==> src/rtl/timer_params.svh <==
`ifndef TIMER_PARAMS_SVH
`define TIMER_PARAMS_SVH
`define CKS_ADDR     16'hfff0
`define CKS_RESET    8'h00
`define CKS_EXT0     1
`define SEL_CMD      2'h3
`define SC_MSB       7
`define SC_LSB       6
`define RW_MSB       5
`define RW_LSB       4
`define CM_MSB       3
`define CM_LSB       1
`define BASE_BIT     0
`define SC_MULTI     2'h3
`define RW_LATCH     2'h0
`define RW_LOW       2'h1
`define RW_HIGH      2'h2
`define RW_BOTH      2'h3
`define ML_COUNT_N   5
`define ML_STATUS_N  4
`define ML_CT0       1
`define RD_UNDEF     8'h00
`endif

==> src/rtl/timer_pkg.sv <==
package timer_pkg;
   typedef struct packed {
      logic [15:0] count;
      logic        outLevel;
   } down_state_s;

   typedef struct packed {
      logic [2:0][1:0]  rwMode;
      logic [2:0][2:0]  count_mode_field;
      logic [2:0]       bcd;
      logic [2:0][15:0] countReg;
      logic [2:0]       writeHigh;
      logic [2:0]       readHigh;
      logic [2:0][15:0] countLatch;
      logic [2:0]       countLatched;
      logic [2:0][7:0]  statusLatch;
      logic [2:0]       statusLatched;
      logic [2:0]       nullCount;
      logic [2:0]       countPending;
      logic [2:0]       modeWrite;
      logic [7:0]       clkSel;
      logic [7:0]       rdata;
   } unit_state_s;
endpackage

==> src/rtl/timer_addr_decode.sv <==
`timescale 1ns/1ns
`default_nettype none
`include "timer_params.svh"
module timer_addr_decode (
   input  wire logic [15:0] ioAddr,
   input  wire logic [7:0]  baseHigh,
   input  wire logic [7:0]  baseLow,
   input  wire logic        gapOption,
   output logic             regHit,
   output logic [1:0]       regSel,
   output logic             cksHit
);
   always_comb begin
      cksHit = (ioAddr == `CKS_ADDR);
      if (gapOption) begin
         regHit = !cksHit && (ioAddr[15:8] == baseHigh) && (ioAddr[7:2] == baseLow[7:2]);
         regSel = ioAddr[1:0];
      end else begin
         // Bit 0 is ignored here, so each port shows at two addresses
         regHit = !cksHit && (ioAddr[15:8] == baseHigh) && (ioAddr[7:3] == baseLow[7:3]);
         regSel = ioAddr[2:1];
      end
   end
endmodule
`default_nettype wire

==> src/rtl/timer_down_counter.sv <==
`timescale 1ns/1ns
`default_nettype none
module timer_down_counter (
   input  wire logic        ref_clk,
   input  wire logic        reset_n,
   input  wire logic        tick,
   input  wire logic        loadReq,
   input  wire logic [15:0] loadValue,
   input  wire logic        bcd,
   input  wire logic        modeWrite,
   output logic             loaded,
   output logic [15:0]      count,
   output logic             outLevel
);
   timer_pkg::down_state_s st_ff;
   timer_pkg::down_state_s nxt_st;

   function automatic logic [15:0] bcdDec(input logic [15:0] v);
      logic [15:0] r;
      logic        borrow;
      r      = v;
      borrow = 1'b1;
      for (int d = 0; d < 4; d++) begin
         if (borrow) begin
            if (v[d*4 +: 4] == 4'h0) begin
               r[d*4 +: 4] = 4'h9;
            end else begin
               r[d*4 +: 4] = v[d*4 +: 4] - 4'h1;
               borrow      = 1'b0;
            end
         end
      end
      return r;
   endfunction

   assign loaded = tick && loadReq;

   always_comb begin
      nxt_st = st_ff;
      if (modeWrite) begin
         nxt_st.outLevel = 1'b1;
      end else if (loaded) begin
         nxt_st.count    = loadValue;
         nxt_st.outLevel = 1'b1;
      end else if (tick) begin
         nxt_st.count = bcd ? bcdDec(st_ff.count) : st_ff.count - 16'h0001;
         if (st_ff.count == 16'h0001) begin
            nxt_st.outLevel = 1'b0;
         end
      end
   end

   always_ff @(posedge ref_clk) begin
      if (!reset_n) begin
         st_ff <= '0;
      end else begin
         st_ff <= nxt_st;
      end
   end

   assign count    = st_ff.count;
   assign outLevel = st_ff.outLevel;
endmodule
`default_nettype wire

==> src/rtl/timer_unit.sv <==
`timescale 1ns/1ns
`default_nettype none
`include "timer_params.svh"
module timer_unit #(
   parameter int CHANNELS = 3
) (
   input  wire logic        ref_clk,
   input  wire logic        reset_n,
   input  wire logic [15:0] ioAddr,
   input  wire logic        ioWr,
   input  wire logic        ioRd,
   input  wire logic [7:0]  ioWdata,
   output logic [7:0]       ioRdata,
   input  wire logic [7:0]  baseHigh,
   input  wire logic [7:0]  baseLow,
   input  wire logic        gapOption,
   input  wire logic        intTick,
   input  wire logic [2:0]  extTick,
   output logic [2:0]       counterOut,
   output logic [7:0]       clockSource
);
   timer_pkg::unit_state_s st_ff;
   timer_pkg::unit_state_s nxt_st;

   logic             regHit;
   logic [1:0]       regSel;
   logic             cksHit;
   logic [2:0]       tick;
   logic [2:0]       loaded;
   logic [2:0][15:0] downCount;
   logic [2:0]       outLevel;

   timer_addr_decode u_decode (
      .ioAddr    (ioAddr),
      .baseHigh  (baseHigh),
      .baseLow   (baseLow),
      .gapOption (gapOption),
      .regHit    (regHit),
      .regSel    (regSel),
      .cksHit    (cksHit)
   );

   genvar g;
   generate
      for (g = 0; g < CHANNELS; g++) begin : gen_ch
         // Selector bit set picks the external tick for this channel
         assign tick[g] = st_ff.clkSel[`CKS_EXT0 + g] ? extTick[g] : intTick;

         timer_down_counter u_down (
            .ref_clk   (ref_clk),
            .reset_n   (reset_n),
            .tick      (tick[g]),
            .loadReq   (st_ff.countPending[g]),
            .loadValue (st_ff.countReg[g]),
            .bcd       (st_ff.bcd[g]),
            .modeWrite (st_ff.modeWrite[g]),
            .loaded    (loaded[g]),
            .count     (downCount[g]),
            .outLevel  (outLevel[g])
         );
      end
   endgenerate

   // Mode field with the don't-care top bit folded away
   function automatic logic [2:0] normMode(input logic [2:0] m);
      if (m[1]) begin
         return {1'b0, m[1:0]};
      end
      return m;
   endfunction

   always_comb begin
      logic [1:0]  ch;
      logic [1:0]  sc;
      logic [15:0] src;
      logic        release_;
      ch       = regSel;
      sc       = ioWdata[`SC_MSB:`SC_LSB];
      src      = 16'h0000;
      release_ = 1'b0;
      nxt_st   = st_ff;
      nxt_st.modeWrite = 3'b000;

      // transfer clears pending and null count; later writes win
      for (int i = 0; i < CHANNELS; i++) begin
         if (loaded[i]) begin
            nxt_st.countPending[i] = 1'b0;
            nxt_st.nullCount[i]    = 1'b0;
         end
      end

      if (ioWr) begin
         if (cksHit) begin
            nxt_st.clkSel = ioWdata;
         end else if (regHit && (ch != `SEL_CMD)) begin
            // data port of the addressed counter
            case (st_ff.rwMode[ch])
               `RW_LOW: begin
                  nxt_st.countReg[ch]     = {8'h00, ioWdata};
                  nxt_st.countPending[ch] = 1'b1;
                  nxt_st.nullCount[ch]    = 1'b1;
               end
               `RW_HIGH: begin
                  nxt_st.countReg[ch]     = {ioWdata, 8'h00};
                  nxt_st.countPending[ch] = 1'b1;
                  nxt_st.nullCount[ch]    = 1'b1;
               end
               `RW_BOTH: begin
                  if (!st_ff.writeHigh[ch]) begin
                     nxt_st.countReg[ch][7:0] = ioWdata;
                     nxt_st.writeHigh[ch]     = 1'b1;
                  end else begin
                     nxt_st.countReg[ch][15:8] = ioWdata;
                     nxt_st.writeHigh[ch]      = 1'b0;
                     nxt_st.countPending[ch]   = 1'b1;
                     nxt_st.nullCount[ch]      = 1'b1;
                  end
               end
               default: begin
                  // Unprogrammed counter: count writes are dropped
                  nxt_st.countReg[ch] = st_ff.countReg[ch];
               end
            endcase
         end else if (regHit) begin
            if (sc == `SC_MULTI) begin
               // bits 5 to 1 are latch controls
               for (int i = 0; i < CHANNELS; i++) begin
                  if (ioWdata[`ML_CT0 + i]) begin
                     if (!ioWdata[`ML_COUNT_N] && !st_ff.countLatched[i]) begin
                        nxt_st.countLatch[i]   = downCount[i];
                        nxt_st.countLatched[i] = 1'b1;
                     end
                     if (!ioWdata[`ML_STATUS_N] && !st_ff.statusLatched[i]) begin
                        nxt_st.statusLatch[i]   = {outLevel[i], st_ff.nullCount[i], st_ff.rwMode[i],
                                                   st_ff.count_mode_field[i], st_ff.bcd[i]};
                        nxt_st.statusLatched[i] = 1'b1;
                     end
                  end
               end
            // byte access zero is count latch
            end else if (ioWdata[`RW_MSB:`RW_LSB] == `RW_LATCH) begin
               if (!st_ff.countLatched[sc]) begin
                  nxt_st.countLatch[sc]   = downCount[sc];
                  nxt_st.countLatched[sc] = 1'b1;
               end
            end else begin
               nxt_st.rwMode[sc] = ioWdata[`RW_MSB:`RW_LSB];
               nxt_st.count_mode_field[sc]  = normMode(ioWdata[`CM_MSB:`CM_LSB]);
               nxt_st.bcd[sc]    = ioWdata[`BASE_BIT];
               nxt_st.countLatched[sc]  = 1'b0;
               nxt_st.statusLatched[sc] = 1'b0;
               nxt_st.writeHigh[sc]     = 1'b0;
               nxt_st.readHigh[sc]      = 1'b0;
               // old count dropped until a new one arrives
               nxt_st.countPending[sc]  = 1'b0;
               nxt_st.nullCount[sc]     = 1'b1;
               nxt_st.modeWrite[sc]     = 1'b1;
            end
         end
      end

      if (ioRd) begin
         if (cksHit) begin
            nxt_st.rdata = st_ff.clkSel;
         end else if (regHit && (ch == `SEL_CMD)) begin
            nxt_st.rdata = `RD_UNDEF;
         end else if (regHit) begin
            if (st_ff.statusLatched[ch]) begin
               nxt_st.rdata             = st_ff.statusLatch[ch];
               nxt_st.statusLatched[ch] = 1'b0;
            end else begin
               // Unlatched reads see a live counter and may tear
               src = st_ff.countLatched[ch] ? st_ff.countLatch[ch] : downCount[ch];
               case (st_ff.rwMode[ch])
                  `RW_HIGH: begin
                     nxt_st.rdata = src[15:8];
                     release_     = 1'b1;
                  end
                  `RW_BOTH: begin
                     if (!st_ff.readHigh[ch]) begin
                        nxt_st.rdata        = src[7:0];
                        nxt_st.readHigh[ch] = 1'b1;
                     end else begin
                        nxt_st.rdata        = src[15:8];
                        nxt_st.readHigh[ch] = 1'b0;
                        release_            = 1'b1;
                     end
                  end
                  default: begin
                     nxt_st.rdata = src[7:0];
                     release_     = 1'b1;
                  end
               endcase
               // latch released by read
               // A latch command in this same cycle is dropped while a latch is held, so the release still clears it
               if (release_ && st_ff.countLatched[ch]) begin
                  nxt_st.countLatched[ch] = 1'b0;
               end
            end
         end else begin
            nxt_st.rdata = `RD_UNDEF;
         end
      end
   end

   always_ff @(posedge ref_clk) begin
      if (!reset_n) begin
         st_ff        <= '0;
         st_ff.clkSel <= `CKS_RESET;
      end else begin
         st_ff <= nxt_st;
      end
   end

   assign ioRdata     = st_ff.rdata;
   assign counterOut  = outLevel;
   assign clockSource = st_ff.clkSel;
endmodule
`default_nettype wire

==> config.mk <==
export PLATFORM = sky130hd
export DESIGN_NAME = timer_unit
export DESIGN_NICKNAME = d
export VERILOG_FILES = /design/src/rtl/timer_pkg.sv /design/src/rtl/timer_addr_decode.sv /design/src/rtl/timer_down_counter.sv /design/src/rtl/timer_unit.sv
export VERILOG_INCLUDE_DIRS = /design/src /design/src/rtl
export SDC_FILE = /design/constraint.sdc
export NUM_CORES = 1
export LEC_CHECK = 0
export BUFFER_PORTS_ARGS = -buffer_cell sky130_fd_sc_hd__buf_2
export CORE_MARGIN = 3
export CORE_UTILIZATION = 58
export DETAILED_ROUTE_END_ITERATION = 6
export GPL_ROUTABILITY_DRIVEN = 0
export PLACE_DENSITY = 0.76
export SYNTH_ARGS = -nofsm -noshare
export SYNTH_HDL_FRONTEND = slang
export SYNTH_HIERARCHICAL = 1
export SYNTH_SLANG_ARGS = --single-unit
==> constraint.sdc <==
create_clock -name ref_clk -period 7.3 [get_ports ref_clk]
set_input_delay 2.19 -clock ref_clk [delete_from_list [all_inputs] [get_ports ref_clk]]
set_output_delay 2.19 -clock ref_clk [all_outputs]
set_load 0.05 [all_outputs]
==> Yosys cells after proc, flatten, opt, wreduce, memory -nomap -nowiden <==
Cells that the tools add are included.
{ "classes": {"n_addsub": 15, "magnitude_cmp": 4, "eq_ne": 32, "mux": 230, "bitwise": 27, "n_reduce_logical": 77} }
{ "ops": {"columns": ["operator", "count"], "rows": [
  ["bitwise mux 48 bit", 6],
  ["two-way mux 16 bit", 17],
  ["two-way mux 51 bit", 3],
  ["one-hot mux 48 bit (3 select lines)", 1],
  ["binary-select mux 16 bit (select 2 bit)", 4],
  ["demux 16 bit (select 2 bit)", 4],
  ["two-way mux 8 bit", 14],
  ["two-way mux 17 bit", 6],
  ["two-way mux 98 bit", 1],
  ["two-way mux 3 bit", 32],
  ["two-way mux 93 bit", 1],
  ["two-way mux 1 bit", 91],
  ["two-way mux 90 bit", 1],
  ["two-way mux 4 bit", 21],
  ["two-way mux 81 bit", 1],
  ["== test 16 x 1 -> 1 bit (second input constant)", 3],
  ["logical NOT 4 bit", 12],
  ["two-way mux 48 bit", 1],
  ["subtractor 16 x 1 -> 16 bit (second input constant)", 3],
  ["subtractor 4 x 1 -> 4 bit (second input constant)", 12],
  ["AND reduction 3 bit", 10],
  ["bitwise AND 3 bit", 9],
  ["inequality test 3 x 1 -> 1 bit (second input constant)", 9],
  ["two-way mux 24 bit", 1],
  ["39 further kinds", 122]
]} }
{ "totals": {"reg_bits": 226, "inputBits": 49, "out_inout_bits": 19, "wordCells": 425} }

==> Depth between registers and ports, before layout <==
Gate-level depths: netlist of run 1.
{ "depth": {"word_depth": 20, "depth_mapped": 17, "depth_no_buf": 11} }

==> Hierarchy <==
The synthesis of run 1 kept the hierarchy.
{ "by_module_without_submodules": {"columns": ["mod", "instances", "cells_each", "area_per_inst_um2", "seq_area_each_um2"], "rows": [
  ["timer_unit", 1, 1076, 8947.3, 3503.4],
  ["timer_down_counter", 3, 176, 1361.3, 340.3],
  ["timer_addr_decode", 1, 27, 240.2, 0.0]
]} }

==> Least setup slack after synthesis of run 1 <==
Ideal clock, no wire load.
{ "synth_path": {"path_type": "in2reg", "from": "in gapOption", "to": "reg st_ff[141] (netlist name)", "setup_time_ns": 0.061, "arrival_time_ns": 5.729, "t_required_ns": 7.239, "setup_slack_ns": 1.510, "path_stages": 16, "n_path_buf": 5, "cell_sequence": "mux2_1 -> buf_6 -> nor2b_1 -> clkbuf_1 -> clkbuf_1 -> buf_1 -> nand2_1 -> o21a_1 -> inv_1 -> ha_1 -> clkbuf_1 -> inv_1 -> a221o_4 -> a2111oi_4 -> o2bb2ai_2 -> a32o_1"} }
{ "synth_via": {"elab_chain_len": 8, "word_cells_on_any_way": 29, "classes_between": "order compare (2); eq/ne (4); mux (20); reduce/logical (3)"} }
{ "synth_rtl": {"columns": ["element", "line_no", "source"], "rows": [
  ["from (decl)", "timer_unit.sv:16", "input wire logic gapOption,"],
  ["two-way mux 2 bit", "timer_addr_decode.sv:15", "if (gapOption) begin"],
  ["less-than comparator 2 x 3 -> 1 bit (not written as such) or >= comparator 2 x 1 -> 1 bit (tied branches)", null, null],
  ["logical AND 1 bit (not written as such)", null, null],
  ["two-way mux 8 bit (not written as such)", "timer_unit.sv:110", "nxt_st.countReg[ch][7:0] = ioWdata;"],
  ["demux 16 bit (select 2 bit)", "timer_unit.sv:110", null],
  ["bitwise mux 48 bit", "timer_unit.sv:110", null],
  ["two-way mux 51 bit", "timer_unit.sv:109", "if (!st_ff.writeHigh[ch]) begin"],
  ["one-hot mux 48 bit (3 select lines)", "timer_unit.sv:97", "case (st_ff.rwMode[ch])"],
  ["to (signal assigned)", "timer_unit.sv:211", "st_ff <= nxt_st;"],
  ["to (decl)", "timer_unit.sv:22", "timer_pkg::unit_state_s st_ff;"]
]} }
Several ways; a longest one is shown, not always the timed one. The select of a mux whose other input is x is not followed.
A chain may end at the register's enable or synchronous reset.

==> Final worst setup path of run 1 <==
{ "layout_path": {"from": "in gapOption", "to": "reg st_ff[144] (netlist name)"} }
{ "layout_via": {"elab_chain_len": 8, "word_cells_on_any_way": 29, "classes_between": "order compare (2); eq/ne (4); mux (20); reduce/logical (3)"} }
{ "layout_rtl": {"columns": ["element", "line_no", "source"], "rows": [
  ["two-way mux 2 bit (*)", "timer_addr_decode.sv:15", null],
  ["via regSel[0]", "timer_unit.sv:26", "logic [1:0] regSel;"],
  ["less-than comparator 2 x 3 -> 1 bit (not written as such) or >= comparator 2 x 1 -> 1 bit (tied branches)", null, null],
  ["logical AND 1 bit (not written as such)", null, null],
  ["two-way mux 8 bit (not written as such)", "timer_unit.sv:110", null],
  ["demux 16 bit (select 2 bit)", "timer_unit.sv:110", null],
  ["bitwise mux 48 bit", "timer_unit.sv:110", null],
  ["two-way mux 51 bit", "timer_unit.sv:109", null],
  ["one-hot mux 48 bit (3 select lines)", "timer_unit.sv:97", null]
]} }
Mark *: on every way through the listed nets, which the timed path passes. The rest lies on a longest branch. The select of a mux whose other input is x is not followed.

==> impl_metrics.py, run 1 <==
metrics = {
    "setup_path": {
        "path_buf_inv": 4,
        "startpoint_type": "input pin",
        "setup.worst_path.end_class": "register",
        "cpMaxStageDelayCell": "mux2_4",
        "max_stage_delay_ns": 0.87,
        "crit_top_cell": "inv_1",
        "crit_path_max_fanout": 61,
        "path_cells": "buf_2 -> mux2_4 -> mux2i_1 -> o21a_1 -> inv_1 -> ha_1 -> buf_4 -> inv_1 -> a221o_4 -> a2111oi_4 -> o2bb2ai_2 -> a32o_1",
        "critPathArrivalTime_ns": 5.94,
        "required_ns": 7.77,
        "reg2reg_slack_ns": 4.27,
        "worstSetupPathType": "in2reg",
        "path_delay_family": "compound AO/OA/AOI/OAI gates",
    },
    "layout": {
        "drive_above_1_share_pct": 11.5,
        "final_util_pct": 64.5,
        "seq_area_um2": 4520,
        "nets": 1667,
        "nFillCells": 1930,
        "diodes": 0,
        "multi_input_comb_area_um2": 7990,
        "synthToLayoutAreaGrowth_pct": 7.71,
        "layout.cells.non_filler": 1902,
    },
    "pwr": {
        "p_clk_share_pct": 40.4,
        "ir_drop_mv": 0.248,
        "internal_power_mw": 2.20,
        "pwr-share-seq_pct": 43.8,
        "p_sw_mw": 0.914,
        "netSwitchingFraction_pct": 29.4,
        "combPwrFrac_pct": 15.7,
        "power.density_nw_per_um2": 218,
        "p_leak_nw": 5.21,
    },
    "clock_tree": {
        "cts.reportedPaths.clkPinSlew_ns": 0.06,
        "cts_buffers": 25,
        "ctsResizeCount": 0,
        "cts_root_buf": "clkbuf_16",
        "clockBufferDepth": 3,
        "h-tree-depth": 1,
        "cts_setup_buffers": 0,
        "postCtsHoldBufs": 0,
        "cts_tree": "done",
        "numClockSinks": 226,
        "clk_latency_ns": 0.53,
    },
    "floorplanning": {
        "dieHeight_um": 157,
        "num_io_pins": 68,
        "row_count": 54,
        "die-width_um": 157,
        "die_area_um2": 24700,
        "core_area_um2": 22200,
        "start_util_pct": 59.9,
    },
    "timing": {
        "setup_tns_ns": 0,
        "relSlewSlack_pct": 21.4,
        "fmaxAchievable_mhz": 183,
        "slew_violations": 0,
        "worst_slew_pin_slew_ns": 1.18,
        "skew_ns": 0.0141,
        "worst_slack_ns": 1.83,
        "rsz0062_at_grt": "false",
        "setup_violations": 0,
        "fin_crit_ns": 5.47,
        "min_period_over_period_pct": 74.9,
        "hold_viol_final": 0,
    },
    "synth": {
        "ys_ff_latch": 226,
        "synth.top_cell.area_share_pct": 34.1,
        "syn_avg_cell_area_um2": 8.14,
        "syn_area_um2": 13300,
        "synth-seq-area-share_pct": 34.1,
        "async_flop_share_pct": 0,
        "synth_edf_count": 0,
        "synth_top_area_cell": "dfxtp_1",
        "synth_ff_type": "dfxtp_1",
        "synth_warnings": 6,
        "syn_inst": 1631,
        "synth.area.top_cells": "dfxtp_1 34%, mux2i_1 6.0%, nand2_1 5.3%, o21ai_0 4.6%, a21oi_1 3.7%",
        "yosysUniqueCellTypes": 77,
        "syn-num-nets": 1693,
    },
    "detailed_routing": {
        "num_vias": 13000,
        "postRouteAntennaNets": 0,
        "vias_per_cell": 6.84,
        "dr.pass1.iters": 6,
        "dr_wl_met2_mm": 17.7,
        "wl_mm": 41.4,
        "drc": 0,
        "top_layer": "met4",
        "routedWlPerCell_um": 21.8,
        "wl_met3_mm": 4.39,
        "wl_met1_mm": 17.3,
        "drt_iter0_markers": 1847,
    },
    "global_routing": {
        "grt_usage_pct": 32.4,
        "grt_pass1_wl_mm": 64.4,
        "grt_max_degree": 99,
        "antenna_found_initial": 0,
        "grt_pass1_vias": 11600,
        "grt_remaining_overflow": 0,
    },
    "placement": {
        "port_buffers": 65,
        "detailed_place_hpwl_mm": 28.3,
        "dp_cells": 1858,
        "pre_cts_ws_ns": 1.38,
    },
    "worst_hold_path": {
        "worst_hold_path_type": "reg2reg",
    },
    "outcome": {
        "status": "completed",
    },
    "run": {
        "cap_viol_max_count": 0,
    },
}
## sequential cells by signal, indices dropped and copies added, names as in the netlist, named ones only
name and count:
gen_ch.u_down/count 48, gen_ch.u_down/outLevel 3, clockSource 8, ioRdata 8, st_ff 156
## power by group through the flow
stage | sequential [mW] | clock, mW | combinational, mW
floorplan | 1.35 | 0 | 0.385
global placement | 1.39 | 0 | 0.466
detailed placement | 1.39 | 0 | 0.476
CTS | 1.36 | 1.27 | 0.479
global route | 1.37 | 1.32 | 0.531
finish | 1.36 | 1.26 | 0.489
## cells in the final DEF, fill, tap and decap left out, drive strengths merged, types with 13 or more instances in the layout
cell type and n:
inv 49, mux2i 80, a31oi 48, clkbuf 34
nand3 71, nand4 18, a21o 13, a32o 18
nand2 189, o221ai 17, buf 79, dfxtp 226
a211oi 35, nor4 17, a21boi 14, ha 13
nand2b 17, nor2b 19, a21oi 98, nor3 28
o211ai 52, o21a 21, o31ai 13, o21ai 129
o2bb2ai 23, nor2 116
## cells by family after synthesis
group / after synthesis / share of synthesized area [%]
buffers and inverters: 180 / 6.03
flip-flops: 226 / 34.1
AND/OR/NAND/NOR: 549 / 21.6
AO/OA/AOI/OAI: 558 / 29.2
XOR/XNOR: 17 / 1.12
multiplexers: 88 / 6.74
adder cells (fa/ha/maj): 13 / 1.23
## path summary, 6_finish.rpt
kind,depth (start not counted),endpoint,startpoint
worst max-delay path,12,st_ff[144],gapOption
worst min-delay path,2,st_ff[61],st_ff[61]
worst max register to register,10,st_ff[144],st_ff[172]
worst min register to register,2,st_ff[61],st_ff[61]
## synthesized netlist by cell type (8+ instances only)
cell	number
ha_1	13
clkbuf_1	76
a32o_1	18
o31ai_1	13
xnor2_1	8
mux2i_1	80
nor2_1	110
a21boi_0	14
nand3_1	68
xor2_1	9
nand2_1	189
dfxtp_1	226
nand3b_1	8
or3_1	11
a211oi_1	34
a21o_1	13
nand4b_1	9
buf_4	16
a2bb2oi_1	8
nor3b_1	9
inv_1	47
nor2b_1	19
a32oi_1	8
buf_2	22
buf_1	13
a21oi_1	98
nor3_1	27
nand2b_1	17
o21ai_0	121
nor4_4	10
o221ai_1	17
o21a_1	21
o21ai_1	8
o211ai_1	52
a31oi_1	48
nand4_1	18
and2_1	9
o2bb2ai_1	21
## metrics by stage
| step | total power [mW] | cell area [um2] | hold WS (ns) |
|---|---|---|---|
| 2_1_floorplan | 1.73 | 13300 | 0.435 |
| 3_3_place_gp | 1.85 | 13500 | 0.442 |
| 3_5_place_dp | 1.86 | 13500 | 0.448 |
| 4_1_cts | 3.11 | 14300 | 0.459 |
| 5_1_grt | 3.22 | 14300 | 0.479 |
| 6_report | 3.11 | 14300 | 0.457 |
## tightest hold or removal path, delay by kind of cell (launching register included)
family           cells  cell delay [ns]
AO/OA/AOI/OAI        1             0.06
flip-flops           1             0.31
AND/OR/NAND/NOR      1             0.05
## cell type report
type / instances / share of cell area, %
clock buffers: 34 / 5.17
clock inverters: 10 / 0.578
inverters: 48 / 1.26
multi-input cells: 1225 / 55.9
flip-flops and latches: 226 / 31.6
well taps: 280 / 2.45
repair buffers: 79 / 3.03
## metal layers
metal  up-vias  global-route usage, %
li1       6001                      -
met1      6098                   45.9
met2       769                   48.7
met3       135                   5.88
met4         0                   13.4
met5         -                      0
(Power assumes the default switching activity.)
==> inputs of run 2 (changes only) <==
--- a/config.mk
+++ b/config.mk
@@ -6,6 +6,7 @@
 export SDC_FILE = /design/constraint.sdc
 export NUM_CORES = 1
 export LEC_CHECK = 0
+export ABC_AREA = 1
 export BUFFER_PORTS_ARGS = -buffer_cell sky130_fd_sc_hd__buf_2
 export CORE_MARGIN = 3
 export CORE_UTILIZATION = 58
==> constraint.sdc (replaced) <==
create_clock -name ref_clk -period 5.2 [get_ports ref_clk]
set_input_delay 1.56 -clock ref_clk [delete_from_list [all_inputs] [get_ports ref_clk]]
set_output_delay 1.56 -clock ref_clk [all_outputs]
set_load 0.05 [all_outputs]
==> impl_metrics.py, run 2 <==
metrics = {
    "layout": {
        "largest_register": "st_ff",
        "largest_reg_flops": 156,
        "mostFrequentLayoutCell": "nand2_1",
        "fin_area_um2": 16100,
        "final_util_pct": 63.6,
        "diodes": 0,
        "final_cell_mix": "600 x nand2_1, 298 x nor2_1, 226 x dfxtp_1",
        "synthToLayoutAreaGrowth_pct": 7.45,
        "nets": 2448,
        "drive_above_1_share_pct": 9.31,
        "layout.cells.non_filler": 2736,
    },
    "timing": {
        "holdWs_ns": 0.445,
        "worst_slack_ns": 1.01,
        "relSlewSlack_pct": 44.2,
        "setup_tns_ns": 0,
        "hold_viol_final": 0,
        "worst_slew_pin_slew_ns": 0.837,
        "min_period_over_period_pct": 80.6,
        "setup_violations": 0,
        "rsz0062_at_grt": "false",
        "fmaxAchievable_mhz": 238,
        "skew_ns": 0.0331,
        "slew_violations": 0,
        "fin_crit_ns": 4.19,
    },
    "floorplanning": {
        "start_util_pct": 59.2,
        "num_io_pins": 68,
        "core_area_um2": 25300,
        "dieHeight_um": 167,
        "die_area_um2": 27800,
        "die-width_um": 167,
        "row_count": 58,
    },
    "synth": {
        "synth.top_cell.area_share_pct": 30.2,
        "yosysMostFrequentCell": "nand2_1",
        "synth_top_area_cell": "dfxtp_1",
        "ys_ff_latch": 226,
        "async_flop_share_pct": 0,
        "synth-seq-area-share_pct": 30.2,
        "synth_edf_count": 0,
        "yosys-top-cells-count": "600 x nand2_1, 298 x nor2_1, 226 x dfxtp_1",
        "yosysUniqueCellTypes": 58,
        "synth_warnings": 6,
        "synth_ff_type": "dfxtp_1",
        "syn_area_um2": 15000,
        "syn_avg_cell_area_um2": 6.22,
        "synth.area.top_cells": "dfxtp_1 30%, nand2_1 15%, nor2_1 7.5%, a21oi_1 7.1%, o21ai_0 6.9%",
        "syn-num-nets": 2471,
        "syn_inst": 2409,
    },
    "clock_tree": {
        "cts_root_buf": "clkbuf_16",
        "cts.reportedPaths.clkPinSlew_ns": 0.06,
        "cts_tree": "done",
        "h-tree-depth": 1,
        "numClockSinks": 226,
        "cts_setup_buffers": 0,
        "cts_buffers": 26,
        "ctsResizeCount": 0,
        "clk_latency_ns": 0.56,
        "clockBufferDepth": 3,
        "postCtsHoldBufs": 0,
    },
    "setup_path": {
        "required_ns": 5.64,
        "worstSetupStartpoint": "gapOption",
        "critPathArrivalTime_ns": 4.64,
        "worstSetupPathType": "in2reg",
        "setup.worst_path.end_class": "register",
        "startpoint_type": "input pin",
        "r2r-start": "st_ff[170]",
        "crit_path_max_fanout": 46,
    },
    "detailed_routing": {
        "postRouteAntennaNets": 0,
        "drc": 0,
        "wl_mm": 49.3,
        "routedWlPerCell_um": 18.0,
        "vias_per_cell": 6.02,
        "drt_iter0_markers": 2073,
        "num_vias": 16500,
        "dr.pass1.iters": 7,
    },
    "outcome": {
        "status": "completed",
    },
    "pwr": {
        "p_sw_mw": 1.51,
        "power_mw": 4.78,
        "netSwitchingFraction_pct": 31.6,
        "p_leak_nw": 7.20,
        "ir_drop_mv": 0.291,
        "p_clk_share_pct": 42.0,
        "power.density_nw_per_um2": 297,
        "pwr-share-seq_pct": 39.4,
        "combPwrFrac_pct": 18.6,
        "internal_power_mw": 3.27,
    },
    "global_routing": {
        "grt_pass1_wl_mm": 77.9,
        "grt_pass1_vias": 14800,
        "grt_remaining_overflow": 0,
        "grt_usage_pct": 33.9,
        "grt_max_degree": 85,
        "antenna_found_initial": 1,
    },
    "placement": {
        "pre_cts_ws_ns": 0.570,
        "dpl-instance-area_um2": 15200,
        "dp_cells": 2688,
        "detailed_place_hpwl_mm": 34.2,
        "port_buffers": 65,
    },
    "worst_hold_path": {
        "hold_start": "st_ff[83]",
        "worst_hold_path_type": "reg2reg",
    },
    "run": {
        "cap_viol_max_count": 0,
    },
}
==> run 2: worst max-delay path: stages <==
cell and delay (ns):
buf_2 0.16, nor2_1 0.09, a21oi_4 0.29, inv_8 0.19, nand2_4 0.12, inv_4 0.06, a22oi_1 0.15, o21a_1 0.22
inv_1 0.10, ha_1 0.35, nor2_1 0.21, inv_1 0.15, a21oi_1 0.56, o21ai_0 0.22, nand3_1 0.12, a21oi_1 0.07
==> run 2: final cells by class <==
cell class | count | area, um2
Multi-Input combinational cell | 1829 | 8900
Inverter | 216 | 840
Sequential cell | 226 | 4520
Clock buffer | 36 | 758
Clock inverter | 12 | 181
Tap cell | 330 | 413
Timing Repair Buffer | 87 | 493
Fill cell | 2392 | 9210
==> run 2: metal layers <==
metal  vias to the layer above  track usage, %  wire length (um)
met5                         -               0                10
li1                       7914               -                 -
met2                       871            52.6             21400
met1                      7482            46.1             20100
met4                         2            16.6              2680
met3                       210            5.10              5050
==> run 2: final timing paths <==
kind	endpoint	slack, ns	depth (start not counted)
min reg2reg	st_ff[83]	0.45	2
max reg2reg	st_ff[137]	2.58	10
min	st_ff[83]	0.45	2
max	st_ff[137]	1.01	16
==> run 2: power by group through the flow <==
| stage | clock [mW] | combinational, mW | sequential [mW] |
|---|---|---|---|
| floorplan | 0 | 0.672 | 1.87 |
| global placement | 0 | 0.840 | 1.92 |
| detailed placement | 0 | 0.861 | 1.92 |
| CTS | 2.02 | 0.865 | 1.88 |
| global route | 2.09 | 0.990 | 1.89 |
| finish | 2.01 | 0.890 | 1.89 |
==> run 2: kinds of logic after synthesis <==
family,count (synthesis),synth area share (%)
AO/OA/AOI/OAI,575,21.2
adder cells (fa/ha/maj),13,1.08
flip-flops,226,30.2
AND/OR/NAND/NOR,1227,36.1
XOR/XNOR,14,0.818
buffers and inverters,354,10.6
==> inputs of run 3 (changes only) <==
==> constraint.sdc (replaced) <==
create_clock -name ref_clk -period 4.4 [get_ports ref_clk]
set_input_delay 1.32 -clock ref_clk [delete_from_list [all_inputs] [get_ports ref_clk]]
set_output_delay 1.32 -clock ref_clk [all_outputs]
set_load 0.05 [all_outputs]
==> impl_metrics.py, run 3 (synthesized netlist as in run 2, its figures left out) <==
metrics = {
    "outcome": {
        "status": "completed",
    },
    "clock_tree": {
        "clockBufferDepth": 3,
        "numClockSinks": 226,
        "h-tree-depth": 1,
        "cts_buffers": 26,
        "cts_root_buf": "clkbuf_16",
        "cts_setup_buffers": 0,
        "ctsResizeCount": 0,
        "cts_tree": "done",
        "clk_latency_ns": 0.55,
        "cts.reportedPaths.clkPinSlew_ns": 0.06,
        "postCtsHoldBufs": 0,
    },
    "setup_path": {
        "path_buf_inv": 5,
        "max_stage_delay_ns": 0.58,
        "setup.worst_path.end_class": "register",
        "required_ns": 4.81,
        "startpoint_type": "input pin",
        "worstSetupPathType": "in2reg",
        "crit_path_max_fanout": 12,
        "path_cells": "buf_2 -> nor2_1 -> a21oi_4 -> inv_8 -> nand2_4 -> inv_4 -> a22oi_1 -> o21a_1 -> inv_1 -> ha_1 -> nor2_1 -> inv_1 -> a21oi_1 -> o21ai_0 -> nand3_1 -> a21oi_1",
        "path_delay_family": "compound AO/OA/AOI/OAI gates",
        "critPathArrivalTime_ns": 4.19,
        "cpMaxStageDelayCell": "a21oi_1",
    },
    "floorplanning": {
        "die-width_um": 167,
        "row_count": 58,
        "core_area_um2": 25300,
        "num_io_pins": 68,
        "start_util_pct": 59.2,
        "die_area_um2": 27800,
        "dieHeight_um": 167,
    },
    "detailed_routing": {
        "postRouteAntennaNets": 0,
        "num_vias": 16400,
        "vias_per_cell": 5.98,
        "wl_mm": 49.5,
        "drc": 0,
        "dr.pass1.iters": 6,
        "routedWlPerCell_um": 18.1,
        "drt_iter0_markers": 2198,
    },
    "pwr": {
        "combPwrFrac_pct": 19.9,
        "power.density_nw_per_um2": 332,
        "netSwitchingFraction_pct": 32.4,
        "p_leak_nw": 7.17,
        "pwr-share-seq_pct": 41.9,
        "internal_power_mw": 3.60,
        "ir_drop_mv": 0.309,
        "p_sw_mw": 1.72,
        "p_clk_share_pct": 38.3,
    },
    "timing": {
        "skew_ns": 0.0280,
        "slew_violations": 0,
        "hold_viol_final": 0,
        "fmaxAchievable_mhz": 265,
        "setup_tns_ns": 0,
        "rsz0062_at_grt": "false",
        "worst_slew_pin_slew_ns": 0.810,
        "setup_violations": 0,
        "min_period_over_period_pct": 85.9,
        "relSlewSlack_pct": 45.6,
        "fin_crit_ns": 3.78,
    },
    "layout": {
        "diodes": 0,
        "layout.cells.non_filler": 2739,
        "largest_register": "st_ff",
        "synthToLayoutAreaGrowth_pct": 6.96,
        "final_cell_mix": "600 x nand2_1, 298 x nor2_1, 226 x dfxtp_1",
        "mostFrequentLayoutCell": "nand2_1",
        "drive_above_1_share_pct": 9.22,
        "largest_reg_flops": 156,
        "nets": 2456,
    },
    "global_routing": {
        "grt_max_degree": 136,
        "grt_pass1_vias": 14800,
        "grt_remaining_overflow": 0,
        "busiest_layer": "met2",
        "antenna_found_initial": 1,
        "grt_pass1_wl_mm": 78.0,
        "use_met2_pct": 53.2,
        "met3_usage_pct": 7.24,
        "use_met1_pct": 45.1,
        "grt_usage_pct": 34.1,
    },
    "placement": {
        "port_buffers": 65,
        "detailed_place_hpwl_mm": 34.4,
        "dp_cells": 2696,
    },
    "worst_hold_path": {
        "worst_hold_path_type": "reg2reg",
    },
    "run": {
        "cap_viol_max_count": 0,
    },
}
-- run 3: changes by cell type in the layout (fill, tap and decap cells not counted), sizes merged --
cell | before | now
buf | 87 | 95
inv | 212 | 211
clkinv | 11 | 9
clkinvlp | 1 | 0
clkbuf | 36 | 39
bufinv | 4 | 0
-- run 3: area by class of cell --
class	instances	area, um2
multi-input combinational	1829	8900
clock buffer	39	749
fill	2409	9290
tap	330	413
sequential	226	4520
clock inverter	4	31.3
inverter	216	840
timing repair buffer	95	578
-- run 3: final timing paths --
| kind | start | end | slack, ns | cells after the start |
|---|---|---|---|---|
| setup / recovery | gapOption | st_ff[152] | 0.62 | 16 |
| hold / removal | st_ff[161] | st_ff[30] | 0.45 | 2 |
| setup reg to reg | st_ff[170] | st_ff[152] | 1.81 | 10 |
| hold reg to reg | st_ff[161] | st_ff[30] | 0.45 | 2 |
-- run 3: per-stage QoR --
stage	setup slack [ns]	hold WS [ns]	area [um2]	util [%]	power, mW
6_report	0.622	0.448	16000	63.3	5.32
5_1_grt	0.392	0.456	16000	63.3	5.55
3_3_place_gp	0.283	0.428	15300	60.2	3.27
4_1_cts	0.739	0.447	16000	63.3	5.31
3_5_place_dp	0.196	0.437	15300	60.2	3.29
2_1_floorplan	0.682	0.420	15000	-	3.01
-- run 3: power groups by stage --
stage / registers (mW) / logic (mW) / clock network, mW
after floorplan: 2.21 / 0.795 / 0
after global placement: 2.27 / 1.00 / 0
after detailed placement: 2.27 / 1.02 / 0
after CTS: 2.22 / 1.03 / 2.06
after global routing: 2.23 / 1.18 / 2.14
final: 2.23 / 1.06 / 2.04
-- run 3: worst register-to-register path, cell delays in order (launching register included) --
cell,delay (ns)
dfxtp_1,0.33
a22oi_1,0.19
o21a_1,0.22
inv_1,0.08
ha_1,0.31
nor2_1,0.19
inv_1,0.15
a21oi_1,0.58
o21ai_0,0.19
nand3_1,0.13
a21oi_1,0.08
-- run 3: layer usage --
metal	vias to the layer above	routed length (um)
li1	7933	-
met1	7362	19900
met2	908	21600
met3	184	5340
met4	0	2630
met5	-	0
